<file path="config.mk">
export PLATFORM = sky130hd
export DESIGN_NAME = two_wire_master_sequencer
export DESIGN_NICKNAME = d
export VERILOG_FILES = /design/src/two_wire_pkg.sv /design/src/two_wire_eng_if.sv /design/src/two_wire_master_sequencer.sv /design/src/two_wire_bit_engine.sv
export SDC_FILE = /design/constraint.sdc
export NUM_CORES = 1
export LEC_CHECK = 0
export BUFFER_PORTS_ARGS = -buffer_cell sky130_fd_sc_hd__buf_2
export CAP_MARGIN = 40
export CORE_ASPECT_RATIO = 1.75
export CORE_UTILIZATION = 51
export CTS_BUF_LIST = sky130_fd_sc_hd__clkbuf_16
export DETAILED_ROUTE_END_ITERATION = 8
export HOLD_SLACK_MARGIN = 0.1
export PLACE_DENSITY = 0.77
export SLEW_MARGIN = 20
export SYNTH_ARGS = -nofsm -noshare
export SYNTH_HDL_FRONTEND = slang
export SYNTH_HIERARCHICAL = 1
export SYNTH_SLANG_ARGS = --single-unit
</file>
<file path="constraint.sdc">
create_clock -name clk_i -period 1.9 [get_ports clk_i]
set_input_delay 0.285 -clock clk_i [delete_from_list [all_inputs] [get_ports clk_i]]
set_output_delay 0.285 -clock clk_i [all_outputs]
set_load 0.005 [all_outputs]
</file>
<file path="src/two_wire_pkg.sv">
package two_wire_pkg;

    // ************************************************************
    // timing
    // ************************************************************
    localparam int CLK_PERIOD_NS = 50;
    localparam int SCL_QUARTER_NS = 2500;
    // a least time, so round up to whole cycles
    localparam int QUARTER_CYC = (SCL_QUARTER_NS + CLK_PERIOD_NS - 1) / CLK_PERIOD_NS;

    // ************************************************************
    // register map and fields
    // ************************************************************
    localparam logic [3:0] OFS_BYTE = 4'h0;
    localparam logic [3:0] OFS_STATE = 4'h4;
    localparam logic [3:0] OFS_CONTROL = 4'h8;
    localparam int CTL_FLAG = 7;
    localparam int CTL_ACK_EN = 6;
    localparam int CTL_START = 5;
    localparam int CTL_STOP = 4;
    localparam int CTL_WCOL = 3;
    localparam int CTL_EN = 2;
    localparam int CTL_IE = 0;
    localparam int ST_CODE_LSB = 3;
    localparam logic [7:0] BYTE_RESET = 8'h00;
    localparam logic [1:0] PRESC_RESET = 2'h0;

    // ************************************************************
    // status codes
    // ************************************************************
    localparam logic [7:0] ST_START = 8'h08;
    localparam logic [7:0] ST_RSTART = 8'h10;
    localparam logic [7:0] ST_AW_ACK = 8'h18;
    localparam logic [7:0] ST_AW_NACK = 8'h20;
    localparam logic [7:0] ST_TX_ACK = 8'h28;
    localparam logic [7:0] ST_TX_NACK = 8'h30;
    localparam logic [7:0] ST_ARB = 8'h38;
    localparam logic [7:0] ST_AR_ACK = 8'h40;
    localparam logic [7:0] ST_AR_NACK = 8'h48;
    localparam logic [7:0] ST_RX_ACK = 8'h50;
    localparam logic [7:0] ST_RX_NACK = 8'h58;
    localparam logic [7:0] ST_NONE = 8'hF8;

    typedef enum logic [1:0] {OP_START, OP_STOP, OP_BYTE} eng_op_e;
    typedef enum logic [1:0] {SQ_IDLE, SQ_WAIT_FREE, SQ_RUN} seq_e;
    typedef enum logic [2:0] {
        A_NONE, A_START, A_RSTART, A_STOP, A_STOPSTART, A_ADDR, A_TX, A_RX
    } act_e;

endpackage

</file>
<file path="src/two_wire_eng_if.sv">
`timescale 1ns/1ns
interface two_wire_eng_if;
    import two_wire_pkg::*;
    logic en;
    logic go;
    eng_op_e op;
    logic [8:0] tx9;
    logic rx_mode;
    logic done;
    logic arb_lost;
    logic [8:0] rx9;
    logic busy;
    modport seq (output en, go, op, tx9, rx_mode, input done, arb_lost, rx9, busy);
    modport engine (input en, go, op, tx9, rx_mode, output done, arb_lost, rx9, busy);
endinterface

</file>
<file path="src/two_wire_master_sequencer.sv">
`timescale 1ns/1ns
// Functional notes
// - start waits until bus seen free
// - after START, flag set, status 08
// - writing one clears flag and resumes
// - address direction bit picks transmit or receive
// - after read address, status 38, 40, 48
// - in 40/50 receive byte, ack per enable
// - received byte readable while flag set
// - in 48/58 start, stop, or both
// - status 38: release, or start when free
// - in 28/30 send byte or stop/start
// - stop request bit self-clears after STOP
// - in 10, address picks receive or transmit
// - repeated start keeps bus without STOP
// - data write without flag dropped, collision
// - flag set holds transfer paused
// - after write address, status 18, 20, 38
module two_wire_master_sequencer
    import two_wire_pkg::*;
#(
    parameter int unsigned QUARTER = QUARTER_CYC
) (
    input wire logic clk_i,
    input wire logic rst_i,
    input wire logic [3:0] adr_i,
    input wire logic [31:0] dat_i,
    output logic [31:0] dat_o,
    input wire logic [3:0] sel_i,
    input wire logic we_i,
    input wire logic cyc_i,
    input wire logic stb_i,
    output logic ack_o,
    input wire logic scl_i,
    output logic scl_o,
    output logic scl_oe_n_o,
    input wire logic sda_i,
    output logic sda_o,
    output logic sda_oe_n_o,
    output logic irq_o
);
    two_wire_eng_if eng();

    two_wire_bit_engine #(
        .QUARTER(QUARTER)
    ) u_engine (
        .clk_i(clk_i),
        .rst_i(rst_i),
        .eng(eng),
        .scl_i(scl_i),
        .sda_i(sda_i),
        .scl_oe_n_o(scl_oe_n_o),
        .sda_oe_n_o(sda_oe_n_o)
    );

    // open-drain lines only ever pull low
    assign scl_o = 1'b0;
    assign sda_o = 1'b0;

    function automatic logic hit(input logic [3:0] adr, input logic [3:0] ofs);
        hit = (adr[3:2] == ofs[3:2]);
    endfunction

    function automatic logic is_code(input logic [7:0] st, input logic [7:0] a,
                                     input logic [7:0] b);
        is_code = (st == a) || (st == b);
    endfunction

    // ************************************************************
    // wishbone slave
    // ************************************************************
    logic ack_q;
    logic [31:0] dat_q;
    logic flag_q, ack_en_q, start_q, stop_q, wcol_q, en_q, ie_q, irq_q;
    logic [7:0] status_q, data_q;
    logic [1:0] presc_q;

    // writes land on the edge at which the master sees ack
    wire wr = cyc_i && stb_i && we_i && ack_q && sel_i[0];
    wire wr_byte = wr && hit(adr_i, OFS_BYTE);
    wire wr_state = wr && hit(adr_i, OFS_STATE);
    wire wr_ctl = wr && hit(adr_i, OFS_CONTROL);
    wire [7:0] ctl_rd = {flag_q, ack_en_q, start_q, stop_q, wcol_q, en_q, 1'b0, ie_q};
    wire [7:0] state_rd = {status_q[7:ST_CODE_LSB], 1'b0, presc_q};
    wire [7:0] rd_mux = hit(adr_i, OFS_BYTE) ? data_q :
        hit(adr_i, OFS_STATE) ? state_rd :
        hit(adr_i, OFS_CONTROL) ? ctl_rd : 8'h00;

    always_ff @(posedge clk_i) begin
        if (rst_i) begin
            ack_q <= 1'b0;
            dat_q <= 32'h0;
        end else begin
            ack_q <= cyc_i && stb_i && !ack_q;
            if (cyc_i && stb_i && !ack_q) begin
                dat_q <= {24'h0, rd_mux};
            end
        end
    end
    assign ack_o = ack_q;
    assign dat_o = dat_q;

    // ************************************************************
    // sequencer
    // ************************************************************
    seq_e seq_q;
    act_e act_q;
    logic kick_q, go_q, rxm_q, read_mode_q;
    eng_op_e op_q;
    logic [8:0] tx9_q;

    wire owned = is_code(status_q, ST_START, ST_RSTART) || is_code(status_q, ST_AW_ACK, ST_AW_NACK)
        || is_code(status_q, ST_TX_ACK, ST_TX_NACK) || is_code(status_q, ST_AR_ACK, ST_AR_NACK)
        || is_code(status_q, ST_RX_ACK, ST_RX_NACK);
    wire act_e act_pick = stop_q ? (start_q ? A_STOPSTART : A_STOP) :
        start_q ? (owned ? A_RSTART : A_START) :
        is_code(status_q, ST_START, ST_RSTART) ? A_ADDR :
        (is_code(status_q, ST_AW_ACK, ST_AW_NACK) || is_code(status_q, ST_TX_ACK, ST_TX_NACK))
            ? A_TX :
        is_code(status_q, ST_AR_ACK, ST_RX_ACK) ? A_RX : A_NONE;
    wire eng_done = (seq_q == SQ_RUN) && eng.done;
    wire rx_ack = !eng.rx9[0];
    wire stop_done = eng_done && (act_q == A_STOP || act_q == A_STOPSTART);
    wire flag_set = eng_done && !(act_q == A_STOP || act_q == A_STOPSTART);
    wire [7:0] done_code = (act_q == A_START) ? ST_START :
        (act_q == A_RSTART) ? ST_RSTART :
        (act_q == A_RX) ? (tx9_q[0] ? ST_RX_NACK : ST_RX_ACK) :
        eng.arb_lost ? ST_ARB :
        (act_q == A_TX) ? (rx_ack ? ST_TX_ACK : ST_TX_NACK) :
        read_mode_q ? (rx_ack ? ST_AR_ACK : ST_AR_NACK) :
        (rx_ack ? ST_AW_ACK : ST_AW_NACK);

    always_ff @(posedge clk_i) begin
        if (rst_i) begin
            kick_q <= 1'b0;
        end else begin
            // a one in the flag bit resumes only from a paused sequencer
            kick_q <= wr_ctl && dat_i[CTL_FLAG] && dat_i[CTL_EN] && seq_q == SQ_IDLE;
        end
    end

    always_ff @(posedge clk_i) begin
        if (rst_i || !en_q) begin
            seq_q <= SQ_IDLE;
            act_q <= A_NONE;
            go_q <= 1'b0;
            op_q <= OP_START;
            tx9_q <= 9'h1FF;
            rxm_q <= 1'b0;
            read_mode_q <= 1'b0;
        end else begin
            go_q <= 1'b0;
            case (seq_q)
                SQ_IDLE: begin
                    if (kick_q && act_pick != A_NONE) begin
                        act_q <= act_pick;
                        seq_q <= (act_pick == A_START) ? SQ_WAIT_FREE : SQ_RUN;
                        go_q <= (act_pick != A_START);
                        op_q <= (act_pick == A_RSTART) ? OP_START :
                            (act_pick == A_STOP || act_pick == A_STOPSTART) ? OP_STOP : OP_BYTE;
                        rxm_q <= (act_pick == A_RX);
                        // the acknowledge slot carries not-ack when acknowledging is off
                        tx9_q <= (act_pick == A_RX) ? {8'hFF, !ack_en_q} : {data_q, 1'b1};
                        if (act_pick == A_ADDR) begin
                            read_mode_q <= data_q[0];
                        end
                    end
                end
                SQ_WAIT_FREE: begin
                    if (!eng.busy) begin
                        seq_q <= SQ_RUN;
                        go_q <= 1'b1;
                        op_q <= OP_START;
                    end
                end
                SQ_RUN: begin
                    if (eng.done) begin
                        seq_q <= (act_q == A_STOPSTART) ? SQ_WAIT_FREE : SQ_IDLE;
                        act_q <= (act_q == A_STOPSTART) ? A_START : act_q;
                    end
                end
                default: begin
                    seq_q <= SQ_IDLE;
                end
            endcase
        end
    end

    assign eng.en = en_q;
    assign eng.go = go_q;
    assign eng.op = op_q;
    assign eng.tx9 = tx9_q;
    assign eng.rx_mode = rxm_q;

    // ************************************************************
    // registers
    // ************************************************************
    always_ff @(posedge clk_i) begin
        if (rst_i) begin
            flag_q <= 1'b0;
            status_q <= ST_NONE;
        end else begin
            flag_q <= flag_set || (flag_q && !(wr_ctl && dat_i[CTL_FLAG]));
            if (flag_set) begin
                status_q <= done_code;
            end else if (stop_done || (kick_q && act_pick == A_NONE)) begin
                status_q <= ST_NONE;
            end
        end
    end

    always_ff @(posedge clk_i) begin
        if (rst_i) begin
            {ack_en_q, start_q, en_q, ie_q} <= 4'h0;
            stop_q <= 1'b0;
            presc_q <= PRESC_RESET;
        end else begin
            if (stop_done) begin
                stop_q <= 1'b0;
            end
            if (wr_ctl) begin
                ack_en_q <= dat_i[CTL_ACK_EN];
                start_q <= dat_i[CTL_START];
                stop_q <= dat_i[CTL_STOP];
                en_q <= dat_i[CTL_EN];
                ie_q <= dat_i[CTL_IE];
            end
            if (wr_state) begin
                presc_q <= dat_i[1:0];
            end
        end
    end

    always_ff @(posedge clk_i) begin
        if (rst_i) begin
            data_q <= BYTE_RESET;
            wcol_q <= 1'b0;
            irq_q <= 1'b0;
        end else begin
            irq_q <= flag_q && ie_q;
            if (eng_done && act_q == A_RX) begin
                data_q <= eng.rx9[8:1];
            end else if (wr_byte && flag_q) begin
                data_q <= dat_i[7:0];
                wcol_q <= 1'b0;
            end else if (wr_byte) begin
                wcol_q <= 1'b1;
            end
        end
    end
    assign irq_o = irq_q;
endmodule

</file>
<file path="src/two_wire_bit_engine.sv">
`timescale 1ns/1ns
module two_wire_bit_engine
    import two_wire_pkg::*;
#(
    parameter int unsigned QUARTER = QUARTER_CYC
) (
    input wire logic clk_i,
    input wire logic rst_i,
    two_wire_eng_if.engine eng,
    input wire logic scl_i,
    input wire logic sda_i,
    output logic scl_oe_n_o,
    output logic sda_oe_n_o
);
    localparam int TW = (QUARTER > 2) ? $clog2(QUARTER) : 1;
    localparam logic [TW-1:0] T_LAST = TW'(QUARTER - 1);

    if (QUARTER < 2) begin : g_bad_quarter
        $error("quarter bit period must be at least two cycles");
    end

    // ************************************************************
    // line synchronisers and bus-free watch
    // ************************************************************
    logic scl_m_q, scl_s_q, scl_p_q, sda_m_q, sda_s_q, sda_p_q, busy_q;
    wire start_seen = scl_s_q && scl_p_q && sda_p_q && !sda_s_q;
    wire stop_seen = scl_s_q && scl_p_q && !sda_p_q && sda_s_q;

    always_ff @(posedge clk_i) begin
        if (rst_i) begin
            {scl_m_q, scl_s_q, scl_p_q} <= 3'h7;
            {sda_m_q, sda_s_q, sda_p_q} <= 3'h7;
            busy_q <= 1'b0;
        end else begin
            {scl_p_q, scl_s_q, scl_m_q} <= {scl_s_q, scl_m_q, scl_i};
            {sda_p_q, sda_s_q, sda_m_q} <= {sda_s_q, sda_m_q, sda_i};
            if (start_seen) begin
                busy_q <= 1'b1;
            end else if (stop_seen) begin
                busy_q <= 1'b0;
            end
        end
    end

    // ************************************************************
    // four quarter phases per bit, start or stop
    // ************************************************************
    logic active_q, rxm_q, done_q, arb_q, scl_oe_n_q, sda_oe_n_q;
    eng_op_e op_q;
    logic [1:0] phase_q;
    logic [TW-1:0] timer_q;
    logic [3:0] bit_q;
    logic [8:0] sh_q, rx_q;

    // a slave may stretch the clock: phase 1 ends only once scl reads high
    wire tick = active_q && (timer_q == T_LAST) && (phase_q != 2'd1 || scl_s_q);
    wire arb_hit = tick && phase_q == 2'd1 && op_q == OP_BYTE && !rxm_q
        && bit_q < 4'd8 && sda_oe_n_q && !sda_s_q;

    always_ff @(posedge clk_i) begin
        if (rst_i || !active_q || tick) begin
            timer_q <= '0;
        end else if (timer_q != T_LAST) begin
            timer_q <= timer_q + TW'(1);
        end
    end

    always_ff @(posedge clk_i) begin
        if (rst_i || !eng.en) begin
            active_q <= 1'b0;
            done_q <= 1'b0;
            arb_q <= 1'b0;
            rxm_q <= 1'b0;
            op_q <= OP_START;
            phase_q <= 2'd0;
            bit_q <= 4'd0;
            sh_q <= '0;
            rx_q <= '0;
            scl_oe_n_q <= 1'b1;
            sda_oe_n_q <= 1'b1;
        end else begin
            done_q <= 1'b0;
            if (!active_q) begin
                if (eng.go) begin
                    active_q <= 1'b1;
                    op_q <= eng.op;
                    rxm_q <= eng.rx_mode;
                    sh_q <= eng.tx9;
                    phase_q <= 2'd0;
                    bit_q <= 4'd0;
                    arb_q <= 1'b0;
                    sda_oe_n_q <= (eng.op == OP_STOP) ? 1'b0 :
                        (eng.op == OP_START) ? 1'b1 : eng.tx9[8];
                end
            end else if (arb_hit) begin
                // lost the bus: let go of both lines at once
                active_q <= 1'b0;
                done_q <= 1'b1;
                arb_q <= 1'b1;
                scl_oe_n_q <= 1'b1;
                sda_oe_n_q <= 1'b1;
            end else if (tick) begin
                phase_q <= phase_q + 2'd1;
                case (phase_q)
                    2'd0: begin
                        scl_oe_n_q <= 1'b1;
                    end
                    2'd1: begin
                        if (op_q == OP_START) begin
                            sda_oe_n_q <= 1'b0;
                        end else if (op_q == OP_STOP) begin
                            sda_oe_n_q <= 1'b1;
                        end else begin
                            rx_q <= {rx_q[7:0], sda_s_q};
                        end
                    end
                    2'd2: begin
                        if (op_q != OP_STOP) begin
                            scl_oe_n_q <= 1'b0;
                        end
                    end
                    default: begin
                        if (op_q == OP_BYTE && bit_q != 4'd8) begin
                            bit_q <= bit_q + 4'd1;
                            sh_q <= {sh_q[7:0], 1'b1};
                            sda_oe_n_q <= sh_q[7];
                        end else begin
                            active_q <= 1'b0;
                            done_q <= 1'b1;
                        end
                    end
                endcase
            end
        end
    end

    assign eng.done = done_q;
    assign eng.arb_lost = arb_q;
    assign eng.rx9 = rx_q;
    assign eng.busy = busy_q;
    assign scl_oe_n_o = scl_oe_n_q;
    assign sda_oe_n_o = sda_oe_n_q;
endmodule

</file>
# Word level (Yosys, flattened, before mapping)
# Index checks and enable logic that the tools add are counted.
[word_totals] regBits=99 elab_cells=287 input_bits=47 out_inout_bits=38
[classes] magnitude_cmp=1 n_reduce_logical=95 eq_ne=51 add_sub_neg=3 bitwise_logic=5 mux=92
[op_table] operator="$mux 8" count=13
[op_table] operator="$mux 7" count=6
[op_table] operator="$logic_and 1x1->1" count=34
[op_table] operator="$mux 1" count=34
[op_table] operator="$eq 8x7->1 const B" count=4
[op_table] operator="$mux 4" count=8
[op_table] operator="$mux 3" count=9
[op_table] operator="$mux 2" count=13
[op_table] operator="$eq 8x6->1 const B" count=3
[op_table] operator="$logic_or 1x1->1" count=19
[op_table] operator="$eq 3x3->1 const B" count=6
[op_table] operator="$reduce_bool 2->1" count=9
[op_table] operator="$eq 8x5->1 const B" count=2
[op_table] operator="$eq 3x2->1 const B" count=4
[op_table] operator="$ne 2x2->1 const B" count=6
[op_table] operator="$reduce_and 3->1" count=4
[op_table] operator="$eq 2x1->1 const B" count=5
[op_table] operator="$logic_not 2->1" count=5
[op_table] operator="$ne 2x1->1 const B" count=5
[op_table] operator="$reduce_and 5->1" count=2
[op_table] operator="$logic_not 1->1" count=9
[op_table] operator="$mux 9" count=1
[op_table] operator="$eq 2x2->1 const B" count=4
[op_table] operator="$eq 8x4->1 const B" count=1
[op_table] operator="25 further kinds" count=41

# Longest topological paths before layout
# Gate-level depths: netlist (run 1).
[depth] word_depth=15 mapped_depth=8 depth_no_buf=7

# Modules after synthesis
# The synthesis (run 1) kept the hierarchy.
[by_module_without_submodules] mod="two_wire_master_sequencer" cells_each=320 instances=1 area_per_inst_um2=2768.9 seq_area_each_um2=1041.0
[by_module_without_submodules] mod="two_wire_bit_engine" cells_each=223 instances=1 area_per_inst_um2=2082.0 seq_area_each_um2=880.8

# Least setup slack after synthesis (run 1)
# Ideal clock, no wire load.
[synth_path] path_kind="register -> register" start="register status_q[4]" end="register status_q[4]" path_buffers=1 period_less_slack_ns=1.811 setup_slack_ns=0.089 arrival_ns=1.694 path_stages_with_launch=7 setup_time_ns=0.117 required_time_ns=1.783 cell_sequence="dfxtp_1 buf_6 or3b_1 o211a_2 o21ba_2 a211o_1 o22a_1"
[synth_via] elab_chain_len=13 word_cells_on_any_way=31 cone_classes="eq/ne (10); mux (6); reduce/logical (15)"
[synth_rtl] element="from (decl)" line="two_wire_master_sequencer.sv:75" source="logic [7:0] status_q, data_q;"
[synth_rtl] element="from (signal assigned)" line="two_wire_master_sequencer.sv:205" source="status_q <= done_code;"
[synth_rtl] element="$eq 8x4->1, or another cell as far along" line="two_wire_master_sequencer.sv:66" source="is_code = (st == a) || (st == b);"
[synth_rtl] element="$logic_or 1x1->1" line="two_wire_master_sequencer.sv:66"
[synth_rtl] element="$logic_or 1x1->1" line="two_wire_master_sequencer.sv:112" source="wire owned = is_code(status_q, ST_START, ST_RSTART) || is_code(status_q, ST_AW_ACK, ST_AW_NACK)"
[synth_rtl] element="$logic_or 1x1->1 (2 in series)" line="two_wire_master_sequencer.sv:113" source="|| is_code(status_q, ST_TX_ACK, ST_TX_NACK) || is_code(status_q, ST_AR_ACK, ST_AR_NACK)"
[synth_rtl] element="$logic_or 1x1->1" line="two_wire_master_sequencer.sv:114" source="|| is_code(status_q, ST_RX_ACK, ST_RX_NACK);"
[synth_rtl] element="$mux 2" line="two_wire_master_sequencer.sv:116" source="start_q ? (owned ? A_RSTART : A_START) :"
[synth_rtl] element="$mux 3 *" line="two_wire_master_sequencer.sv:116"
[synth_rtl] element="$mux 3 *" line="two_wire_master_sequencer.sv:115" source="wire act_e act_pick = stop_q ? (start_q ? A_STOPSTART : A_STOP) :"
[synth_rtl] element="$logic_not 3->1 *" line="two_wire_master_sequencer.sv:206" source="end else if (stop_done || (kick_q && act_pick == A_NONE)) begin"
[synth_rtl] element="$logic_and 1x1->1 *" line="two_wire_master_sequencer.sv:206"
[synth_rtl] element="$logic_or 1x1->1 *" line="two_wire_master_sequencer.sv:206"
[synth_rtl] element="$reduce_bool 2->1 (no line) *"
# Mark *: on every way between the ends. The rest lies on a longest branch, timed or not.
# A chain may end at the register's enable or synchronous reset.

# Worst setup path in the final report (run 1)
[layout_path] start="register status_q[3]" end="register status_q[4]"
# The elaborated chain is that of the path after synthesis.

==> results of run 1 <==
## how the worst min path moves through the flow
stage	startpoint	slack [ns]	cells past startpoint	endpoint
global placement	u_engine/scl_m_q	0.39	1	u_engine/scl_s_q
CTS	scl_i	0.12	2	u_engine/scl_m_q
finish	scl_i	0.12	2	u_engine/scl_m_q
global route	sda_i	0.12	2	u_engine/sda_m_q
floorplan	rst_i	0.36	1	u_engine/eng.busy
detailed placement	u_engine/sda_m_q	0.40	1	u_engine/sda_s_q
## what timing repair did
item                       in CTS  in global routing
cloned                          1                  0
setup endpoints to repair      16                 32
resized for setup               7                 11
hold buffers                    0                  0
pin swaps                       1                  2
setup buffers                   1                  0
## per-stage QoR
stage | worst slack (ns) | std cells | hold WS (ns) | power (mW)
2_1_floorplan | 0.0893 | 568 | 0.357 | 2.19
3_3_place_gp | 0.0377 | 707 | 0.394 | 2.20
3_5_place_dp | -0.0231 | 707 | 0.398 | 2.21
4_1_cts | 0.00106 | 725 | 0.119 | 4.11
5_1_grt | -0.00884 | 725 | 0.124 | 4.22
6_report | 0.00984 | 725 | 0.124 | 4.08
## layout make-up
| cell class | instances | area, sq um |
|---|---|---|
| sequential | 96 | 1930 |
| timing repair buffer | 79 | 537 |
| clock buffer | 9 | 225 |
| clock inverter | 7 | 95.1 |
| tap | 120 | 150 |
| multi-input combinational | 403 | 2670 |
| inverter | 11 | 41.3 |
| fill | 789 | 3500 |
## critical path, stage by stage (launching register included)
cell and delay [ns]:
dfxtp_1 0.47, nor3_1 0.13, o41ai_2 0.35, o21ba_2 0.23
a211o_1 0.37, o22a_1 0.22
## sequential cells by signal, summed over array words and instances (netlist names), 3 cells and up
name              count
u_engine/bit_q        4
act_q                 3
u_engine/sh_q         8
status_q              5
dat_o                 8
u_engine/timer_q      6
eng.tx9               9
u_engine/eng.rx9      9
data_q                8
## report_power, final
| part | switching, mW | internal (mW) | total (mW) |
|---|---|---|---|
| sequential | 0.00857 | 2.03 | 2.04 |
| combinational | 0.0760 | 0.0511 | 0.127 |
| clock | 0.762 | 1.15 | 1.91 |
## logic make-up (layout without fill, tap and decap cells)
logic type,count (synthesis),in the layout,share of synthesized area (%)
mux,37,37,7.69
xor+xnor,6,6,1.08
fa+ha+maj,11,11,2.79
compound gates,119,119,19.0
flops,96,96,39.6
other cells,1,26,0.0773
buf+inv,69,106,8.15
simple gates,204,204,21.6
## Yosys cell counts, types with 5 or more instances
| library cell | instances | area, sq um |
|---|---|---|
| dfxtp_1 | 96 | 1920 |
| nor2_1 | 65 | 244 |
| mux2i_1 | 35 | 350 |
| a21oi_1 | 33 | 165 |
| nand2_1 | 29 | 109 |
| buf_4 | 27 | 203 |
| nor3_1 | 24 | 120 |
| a211oi_1 | 19 | 143 |
| nor2b_1 | 17 | 106 |
| clkbuf_1 | 15 | 56.3 |
| nand3_1 | 14 | 70.1 |
| inv_1 | 11 | 41.3 |
| buf_2 | 10 | 50.1 |
| ha_1 | 10 | 125 |
| nand2b_1 | 10 | 62.6 |
| o22a_1 | 10 | 87.6 |
| o21ai_0 | 8 | 40.0 |
| or2_2 | 8 | 50.1 |
| nand3b_1 | 7 | 52.6 |
| a2111oi_4 | 5 | 138 |
| a31oi_1 | 5 | 31.3 |
| o21ai_1 | 5 | 25.0 |
## metal layers
metal,vias to the layer above,GRT usage (%),part of all wire (%)
met5,-,0,0
met1,1941,24.0,36
met2,141,47.0,56
li1,2009,-,-
met3,33,4.22,3.9
met4,0,11.8,3.8
==> out/results.tsv, run 1 <==
stage	metric	value	unit
outcome	outcome	complete, no violations	
timing	slew_violations	0	
detailed_routing	wl	11500	microns
clock_tree	root_buffer	clkbuf_16	
clock_tree	cts_buffer_depth	2	
detailed_routing	antenna_left	0	
worst_setup_path	crit_arrival	2.12	ns
worst_setup_path	cp_max_fo	6	
grt	antenna_found_initial	0	
worst_setup_path	startpoint_type	register	
detailed_routing	drt_iter0_markers	190	
die	die-area	0.00992	sq mm
worst_setup_path	crit_end	status_q[4]	
timing	setup_violations	0	
detailed_routing	via_per_inst	5.69	
finish	drive_gt1_share	21.2	%
worst_setup_path	ff2ff_setup_slack	0.01	ns
synth	ys.flop_type	dfxtp_1	
finish	mostFrequentLayoutCell	dfxtp_1	
die	die_w	75.7	microns
synth	syn_area_per_cell	8.93	sq um
grt	grt_max_degree	29	
timing	fin_crit_sh	99.5	%
place	port_buffers	29	
detailed_routing	drc	0	
grt	grt_pass1_vias	3912	
detailed_routing	drt-pass1-iter-count	5	
synth	synthArstFlopShare	0	%
synth	synthCells	543	
worst_setup_path	r2r_cells	5	
power_and_ir_drop	cellPowerDensity	722	mW/mm^2
flow_run	max_cap_violations	0	
grt	grt_overflow_total	0	
power_and_ir_drop	ir_drop	0.554	mV
synth	yosysWarnings	6	
synth	synth-seq-cells	96	
timing	fin_crit	1.89	ns
finish	fin_area	0.00565	sq mm
finish	layout_common_cells	dfxtp_1, nor2_1, buf_4	
place	place_congestion	0.883	
timing	finalHoldViolations	0	
clock_tree	path_clk_slew	0.06	ns
clock_tree	tritoncts	done	
detailed_routing	vias	4124	
grt	grt_pass1_wl	18100	microns
finish	areaGrowthSynthToFinish	16.4	%
worst_setup_path	cp-startpoint	status_q[3]	
clock_tree	insertion_delay	0.34	ns
timing	tns	0	ns
die	io_pins	85	
clock_tree	cts_sinks	96	
worst_setup_path	r2r-end	status_q[4]	
power_and_ir_drop	p_leak	2.06	nW
die	start_util	53.0	%
finish	final_nets	657	
worst_setup_path	critical_path_class	register to register	
grt	grt.total_usage	24.4	%
die	die_height	131	microns
timing	finClkSkew	0.00676	ns
clock_tree	cts_inserted_buffers	9	
timing	fmax	529	MHz
worst_setup_path	worstSetupEndpointType	register	
finish	final_core_util	61.7	%
synth	syn_area	0.00485	sq mm
worst_setup_path	worstPathRequired	2.13	ns
synth	yosysSeqAreaShare	39.6	%
worst_setup_path	reg2reg_from	status_q[3]	
finish	num_antenna_cells	0	
clock_tree	htreeDepth	3	
synth	synth.distinct_cells	69	
place	dpl-instance-area	0.00526	sq mm
min_path	min_path_type	input pin to register	
die	placementRows	46	
place	dpl.hpwl	8590	microns
die	coreArea	0.00915	sq mm
detailed_routing	wl_per_cell	15.8	microns
synth	synth_edf_count	0	
Note: power is estimated with default switching activity, not from simulation.
==> run 2, diff against run 1 <==
--- a/config.mk
+++ b/config.mk
@@ -5,6 +5,7 @@
 export SDC_FILE = /design/constraint.sdc
 export NUM_CORES = 1
 export LEC_CHECK = 0
+export ABC_AREA = 1
 export BUFFER_PORTS_ARGS = -buffer_cell sky130_fd_sc_hd__buf_2
 export CAP_MARGIN = 40
 export CORE_ASPECT_RATIO = 1.75
==> out/results.tsv, run 2 <==
stage	metric	value	unit	change
grt	grt_max_degree	31		+6.9%
timing	rsz0062_at_grt	false		
flow_run	max_cap_violations	0		unchanged
timing	relSlewSlack	63.3	%	
place	port_buffers	29		unchanged
clock_tree	htreeDepth	3		unchanged
grt	grt_pass1_wl	17600	microns	-2.7%
clock_tree	root_buffer	clkbuf_16		
detailed_routing	drc	0		unchanged
min_path	min_path_type	input pin to register		
die	placementRows	46		unchanged
synth	synth.distinct_cells	43		-38%
timing	fin_crit	1.76	ns	-0.134 ns
place	placed_cells	799		+13%
power_and_ir_drop	cellPowerDensity	752	mW/mm^2	+4.3%
worst_setup_path	cp-startpoint	u_engine/phase_q[1]		
synth	synthCells	655		+21%
worst_setup_path	startpoint_type	register		
synth	yosys-top-cells-count	nand2_1, dfxtp_1, inv_1		
finish	num_antenna_cells	0		unchanged
synth	yosysSeqAreaShare	39.8	%	+0.16 points
finish	final_core_util	58.8	%	-3.0 points
clock_tree	cts_inserted_buffers	9		unchanged
synth	synth-seq-cells	96		unchanged
outcome	outcome	complete, no violations		
timing	slew_violations	0		unchanged
die	io_pins	85		unchanged
synth	syn_area_per_cell	7.38	sq um	-17%
finish	layout_common_cells	nand2_1, dfxtp_1, inv_1		
die	coreArea	0.00915	sq mm	unchanged
synth	synthArstFlopShare	0	%	unchanged
worst_setup_path	crit_arrival	2.03	ns	-0.09 ns
synth	syn_area	0.00483	sq mm	-0.41%
synth	synthTopCellsByArea	dfxtp_1, nand2_1, inv_1, o21ai_0, a21oi_1		
timing	fmax	569	MHz	+7.6%
detailed_routing	via_per_inst	5.18		-8.9%
place	dpl-instance-area	0.00501	sq mm	-4.7%
synth	synth_largest_area_cell	dfxtp_1		
synth	synth_top_area_share	39.8	%	+0.16 points
worst_setup_path	worstPathRequired	2.17	ns	+0.04 ns
grt	grt_overflow_total	0		unchanged
clock_tree	cts_sinks	96		unchanged
power_and_ir_drop	ir_drop	0.829	mV	+49%
synth	synth_edf_count	0		unchanged
die	start_util	52.8	%	-0.22 points
synth	yosysWarnings	6		unchanged
worst_setup_path	reg2reg_from	u_engine/phase_q[1]		
finish	fin_cells	815		+12%
detailed_routing	wl_per_cell	13.1	microns	-17%
finish	fin_area	0.00538	sq mm	-4.8%
detailed_routing	drt-pass1-iter-count	6		+1
die	die_height	131	microns	-0.20%
clock_tree	cts_buffer_depth	2		unchanged
clock_tree	path_clk_slew	0.06	ns	about the same
detailed_routing	drt_iter0_markers	210		+11%
place	dpl.hpwl	8010	microns	-6.8%
detailed_routing	vias	4224		+2.4%
power_and_ir_drop	total_power	4.05	mW	-0.74%
detailed_routing	antenna_left	0		unchanged
timing	tns	0	ns	unchanged
worst_setup_path	worstSetupEndpointType	register		
die	die_w	75.6	microns	-0.20%
grt	grt_pass1_vias	3953		+1.0%
timing	setup_violations	0		unchanged
synth	ys.flop_type	dfxtp_1		
detailed_routing	wl	10700	microns	-6.6%
min_path	hold_start	scl_i		
clock_tree	tritoncts	done		
worst_setup_path	critical_path_class	register to register		
finish	areaGrowthSynthToFinish	11.3	%	
grt	grt.total_usage	23.6	%	-0.78 points
clock_tree	cts_setup_buffers	0		-1
synth	synth_most_common_cell	nand2_1		
power_and_ir_drop	p_leak	2.22	nW	+7.7%
clock_tree	insertion_delay	0.34	ns	about the same
place	place_congestion	0.970		+9.8%
finish	final_nets	747		+14%
timing	finClkSkew	0.00519	ns	-0.00157 ns
finish	drive_gt1_share	17.3	%	-3.9 points
timing	timing_worst_slew_pin_value	0.549	ns	
timing	fin_crit_sh	92.4	%	-7.0 points
die	die-area	0.00988	sq mm	-0.41%
finish	mostFrequentLayoutCell	nand2_1		
grt	antenna_found_initial	0		unchanged
worst_setup_path	cp_max_fo	9		+3
timing	finalHoldViolations	0		unchanged
clock_tree	cts_hold_buf	0		unchanged
run 2: power by group:
group | total [mW] | switching [mW] | internal (mW)
Clock | 1.89 | 0.745 | 1.14
Sequential | 2.04 | 0.0109 | 2.03
Combinational | 0.121 | 0.0740 | 0.0468
Total | 4.05 | 0.830 | 3.22
run 2: critical path, stage by stage (launching register included):
cell	delay, ns
dfxtp_1	0.39
inv_1	0.09
ha_2	0.22
inv_1	0.12
o21ai_2	0.06
nor2_2	0.15
nand2_4	0.11
nand3_4	0.16
buf_4	0.16
nand2_1	0.05
a21oi_1	0.15
run 2: logic make-up after synthesis:
group | share of synthesized area (%)
xor gates and xnor gates | 0.907
and+or+nand+nor | 27.6
DFF | 39.8
buffers and inverters | 12.1
adders and majority gates | 2.59
other | 0.0776
AOI/OAI and AO/OA | 16.9
run 2: final timing paths:
path	endpoint	cells after the start	slack [ns]
worst max register to register	u_engine/sh_q[5]	10	0.14
worst max-delay path	u_engine/sh_q[5]	10	0.14
worst min register to register	u_engine/scl_s_q	1	0.42
worst min-delay path	u_engine/scl_m_q	2	0.12
run 2: final cells by class:
cell class	instances	area (sq um)
clock inverters	7	87.6
repair buffers	40	231
well taps	120	150
flip-flops and latches	96	1930
inverters	79	304
multi-input cells	464	2450
fillers	847	3770
clock buffers	9	225
run 2: what timing repair did:
action / CTS / global route
endpoints found under the setup margin: 8 / 36
pin swaps: 0 / 0
endpoints found under the hold margin: 0 / 0
resized for setup: 2 / 15
run 2: metrics by stage:
| step | setup slack (ns) | hold slack, ns |
|---|---|---|
| finish | 0.144 | 0.124 |
| floorplan | 0.343 | 0.354 |
| global route | 0.00865 | 0.114 |
| global placement | 0.0729 | 0.399 |
| detailed placement | -0.0197 | 0.403 |
| CTS | 0.0448 | 0.114 |
run 2: layer usage:
layer / vias up / global-route usage, % / routed length [microns]
met4: 0 / 13.2 / 486
met2: 117 / 42.8 / 5740
li1: 2149 / - / -
met1: 1925 / 24.7 / 4110
met5: - / 0 / 0
met3: 33 / 4.45 / 356
==> run 3, diff against run 2 <==
--- a/config.mk
+++ b/config.mk
@@ -6,14 +6,14 @@
 export NUM_CORES = 1
 export LEC_CHECK = 0
 export ABC_AREA = 1
-export BUFFER_PORTS_ARGS = -buffer_cell sky130_fd_sc_hd__buf_2
 export CAP_MARGIN = 40
 export CORE_ASPECT_RATIO = 1.75
-export CORE_UTILIZATION = 51
+export CORE_UTILIZATION = 57
 export CTS_BUF_LIST = sky130_fd_sc_hd__clkbuf_16
 export DETAILED_ROUTE_END_ITERATION = 8
+export DONT_BUFFER_PORTS = 1
 export HOLD_SLACK_MARGIN = 0.1
-export PLACE_DENSITY = 0.77
+export PLACE_DENSITY = 0.75
 export SLEW_MARGIN = 20
 export SYNTH_ARGS = -nofsm -noshare
 export SYNTH_HDL_FRONTEND = slang
==> out/results.tsv, run 3 (synthesis results as in run 2) <==
stage	metric	value	unit	change
power_and_ir_drop	total_power	4.18	mW	+3.4%
clock_tree	htreeDepth	3		unchanged
clock_tree	tritoncts	done		
place	port_buffers	0		-100%
outcome	outcome	complete, no violations		
finish	areaGrowthSynthToFinish	9.43	%	
timing	timing_worst_slew_pin_value	0.659	ns	+0.109 ns
finish	final_nets	726		-2.8%
timing	fin_crit	1.77	ns	+0.00945 ns
finish	final_core_util	64.0	%	+5.3 points
flow_run	max_cap_violations	0		unchanged
detailed_routing	vias	4091		-3.1%
place	place_congestion	0.913		-5.8%
timing	fin_crit_sh	92.9	%	+0.50 points
detailed_routing	antenna_left	0		unchanged
die	die_height	124	microns	-5.3%
place	dpl-instance-area	0.00485	sq mm	-3.3%
detailed_routing	wl_per_cell	14.0	microns	+6.7%
worst_setup_path	startpoint_type	register		
die	coreArea	0.00826	sq mm	-9.8%
worst_setup_path	cp_max_fo	8		-1
die	io_pins	85		unchanged
grt	grt_pass1_vias	3969		+0.40%
finish	regArea	0.00193	sq mm	unchanged
place	placed_cells	744		-6.9%
grt	grt_pass1_wl	17700	microns	+0.74%
die	die_w	71.6	microns	-5.3%
place	pre_cts_ws	0.0378	ns	+0.0575 ns
detailed_routing	wl	10700	microns	+0.26%
worst_setup_path	worstSetupEndpointType	register		
grt	grt_max_degree	27		-13%
finish	multiInputGateArea	0.00244	sq mm	-0.41%
finish	num_antenna_cells	0		unchanged
timing	setup_violations	0		unchanged
clock_tree	cts_inserted_buffers	9		unchanged
timing	fmax	566	MHz	-0.53%
timing	finalHoldViolations	0		unchanged
timing	rsz0062_at_grt	true		
place	dpl.hpwl	8080	microns	+0.90%
finish	drive_gt1_share	13.9	%	-3.3 points
worst_setup_path	r2r_cells	10		unchanged
clock_tree	cts_sinks	96		unchanged
detailed_routing	via_per_inst	5.34		+3.0%
timing	relSlewSlack	56.0	%	-7.2 points
min_path	min_path_type	input pin to register		
grt	antenna_found_initial	0		unchanged
finish	fin_area	0.00529	sq mm	-1.7%
power_and_ir_drop	ir_drop	0.672	mV	-19%
timing	holdWs	0.113	ns	-0.0111 ns
worst_setup_path	crit_arrival	2.04	ns	about the same
timing	slew_violations	0		unchanged
clock_tree	cts_setup_buffers	0		unchanged
worst_setup_path	worstPathRequired	2.17	ns	about the same
timing	setup_ws	0.134	ns	-0.00945 ns
die	die-area	0.00886	sq mm	-10%
grt	grt_overflow_total	0		unchanged
clock_tree	insertion_delay	0.34	ns	about the same
power_and_ir_drop	p_leak	2.15	nW	-3.2%
finish	nFillCells	754		-11%
timing	tns	0	ns	unchanged
detailed_routing	drc	0		unchanged
die	placementRows	44		-4.3%
finish	fin_cells	766		-6.0%
clock_tree	root_buffer	clkbuf_16		
detailed_routing	drt-pass1-iter-count	4		-2
finish	mostFrequentLayoutCell	nand2_1		
grt	grt.total_usage	25.7	%	+2.1 points
finish	layout_common_cells	nand2_1, dfxtp_1, inv_1		
die	start_util	58.5	%	+5.7 points
worst_setup_path	critical_path_class	register to register		
clock_tree	path_clk_slew	0.07	ns	about the same
min_path	holdPathStages	2		unchanged
timing	finClkSkew	0.00814	ns	+0.00295 ns
clock_tree	cts_buffer_depth	2		unchanged
power_and_ir_drop	cellPowerDensity	791	mW/mm^2	+5.2%
detailed_routing	drt_iter0_markers	170		-19%
run 3: cell count changes in the layout (fill, tap and decap cells not counted), moves of 2 or more:
cell	delta
buf_4	+3
clkinv_2	+2
clkinv_1	-2
buf_2	-29
dlygate4sd3_1	+6
nor2_1	+2
run 3: final timing paths:
path,slack (ns),startpoint,to
worst max register to register,0.13,u_engine/phase_q[1],u_engine/sh_q[1]
worst min register to register,0.42,u_engine/sda_m_q,u_engine/sda_s_q
worst max-delay path,0.13,u_engine/phase_q[1],u_engine/sh_q[1]
worst min-delay path,0.11,dat_i[5],data_q[5]
run 3: critical path: stages, from the launching register on:
cell	delay, ns
dfxtp_1	0.38
inv_1	0.10
ha_2	0.22
inv_1	0.13
o21ai_2	0.07
nor2_2	0.18
nand2_4	0.12
nand3_4	0.15
buf_4	0.16
nand2_1	0.05
a21oi_1	0.14
run 3: repair_timing:
item	CTS	global route
hold buffers	6	0
hold endpoints to repair	12	0
gates resized for setup	0	12
setup endpoints to repair	0	37
run 3: cell type report:
type                            count  share of cell area, %
Multi-Input combinational cell    464                   46.2
Sequential cell                    96                   36.5
Inverter                           79                   5.70
Clock buffer                        9                   4.26
Timing Repair Buffer               19                   2.98
Clock inverter                      7                   2.22
Tap cell                           92                   2.18
run 3: per-layer routing:
metal / up-vias / global-route usage [%] / routed length (microns)
met5: - / 0 / 0
met4: 0 / 13.7 / 410
met3: 36 / 6.07 / 470
met2: 106 / 48.5 / 5860
met1: 1851 / 25.8 / 3980
li1: 2098 / - / -
run 3: power breakdown:
| group | switching (mW) | internal [mW] |
|---|---|---|
| registers | 0.0140 | 2.03 |
| clock network | 0.760 | 1.29 |
| logic | 0.0579 | 0.0343 |
| total | 0.832 | 3.35 |
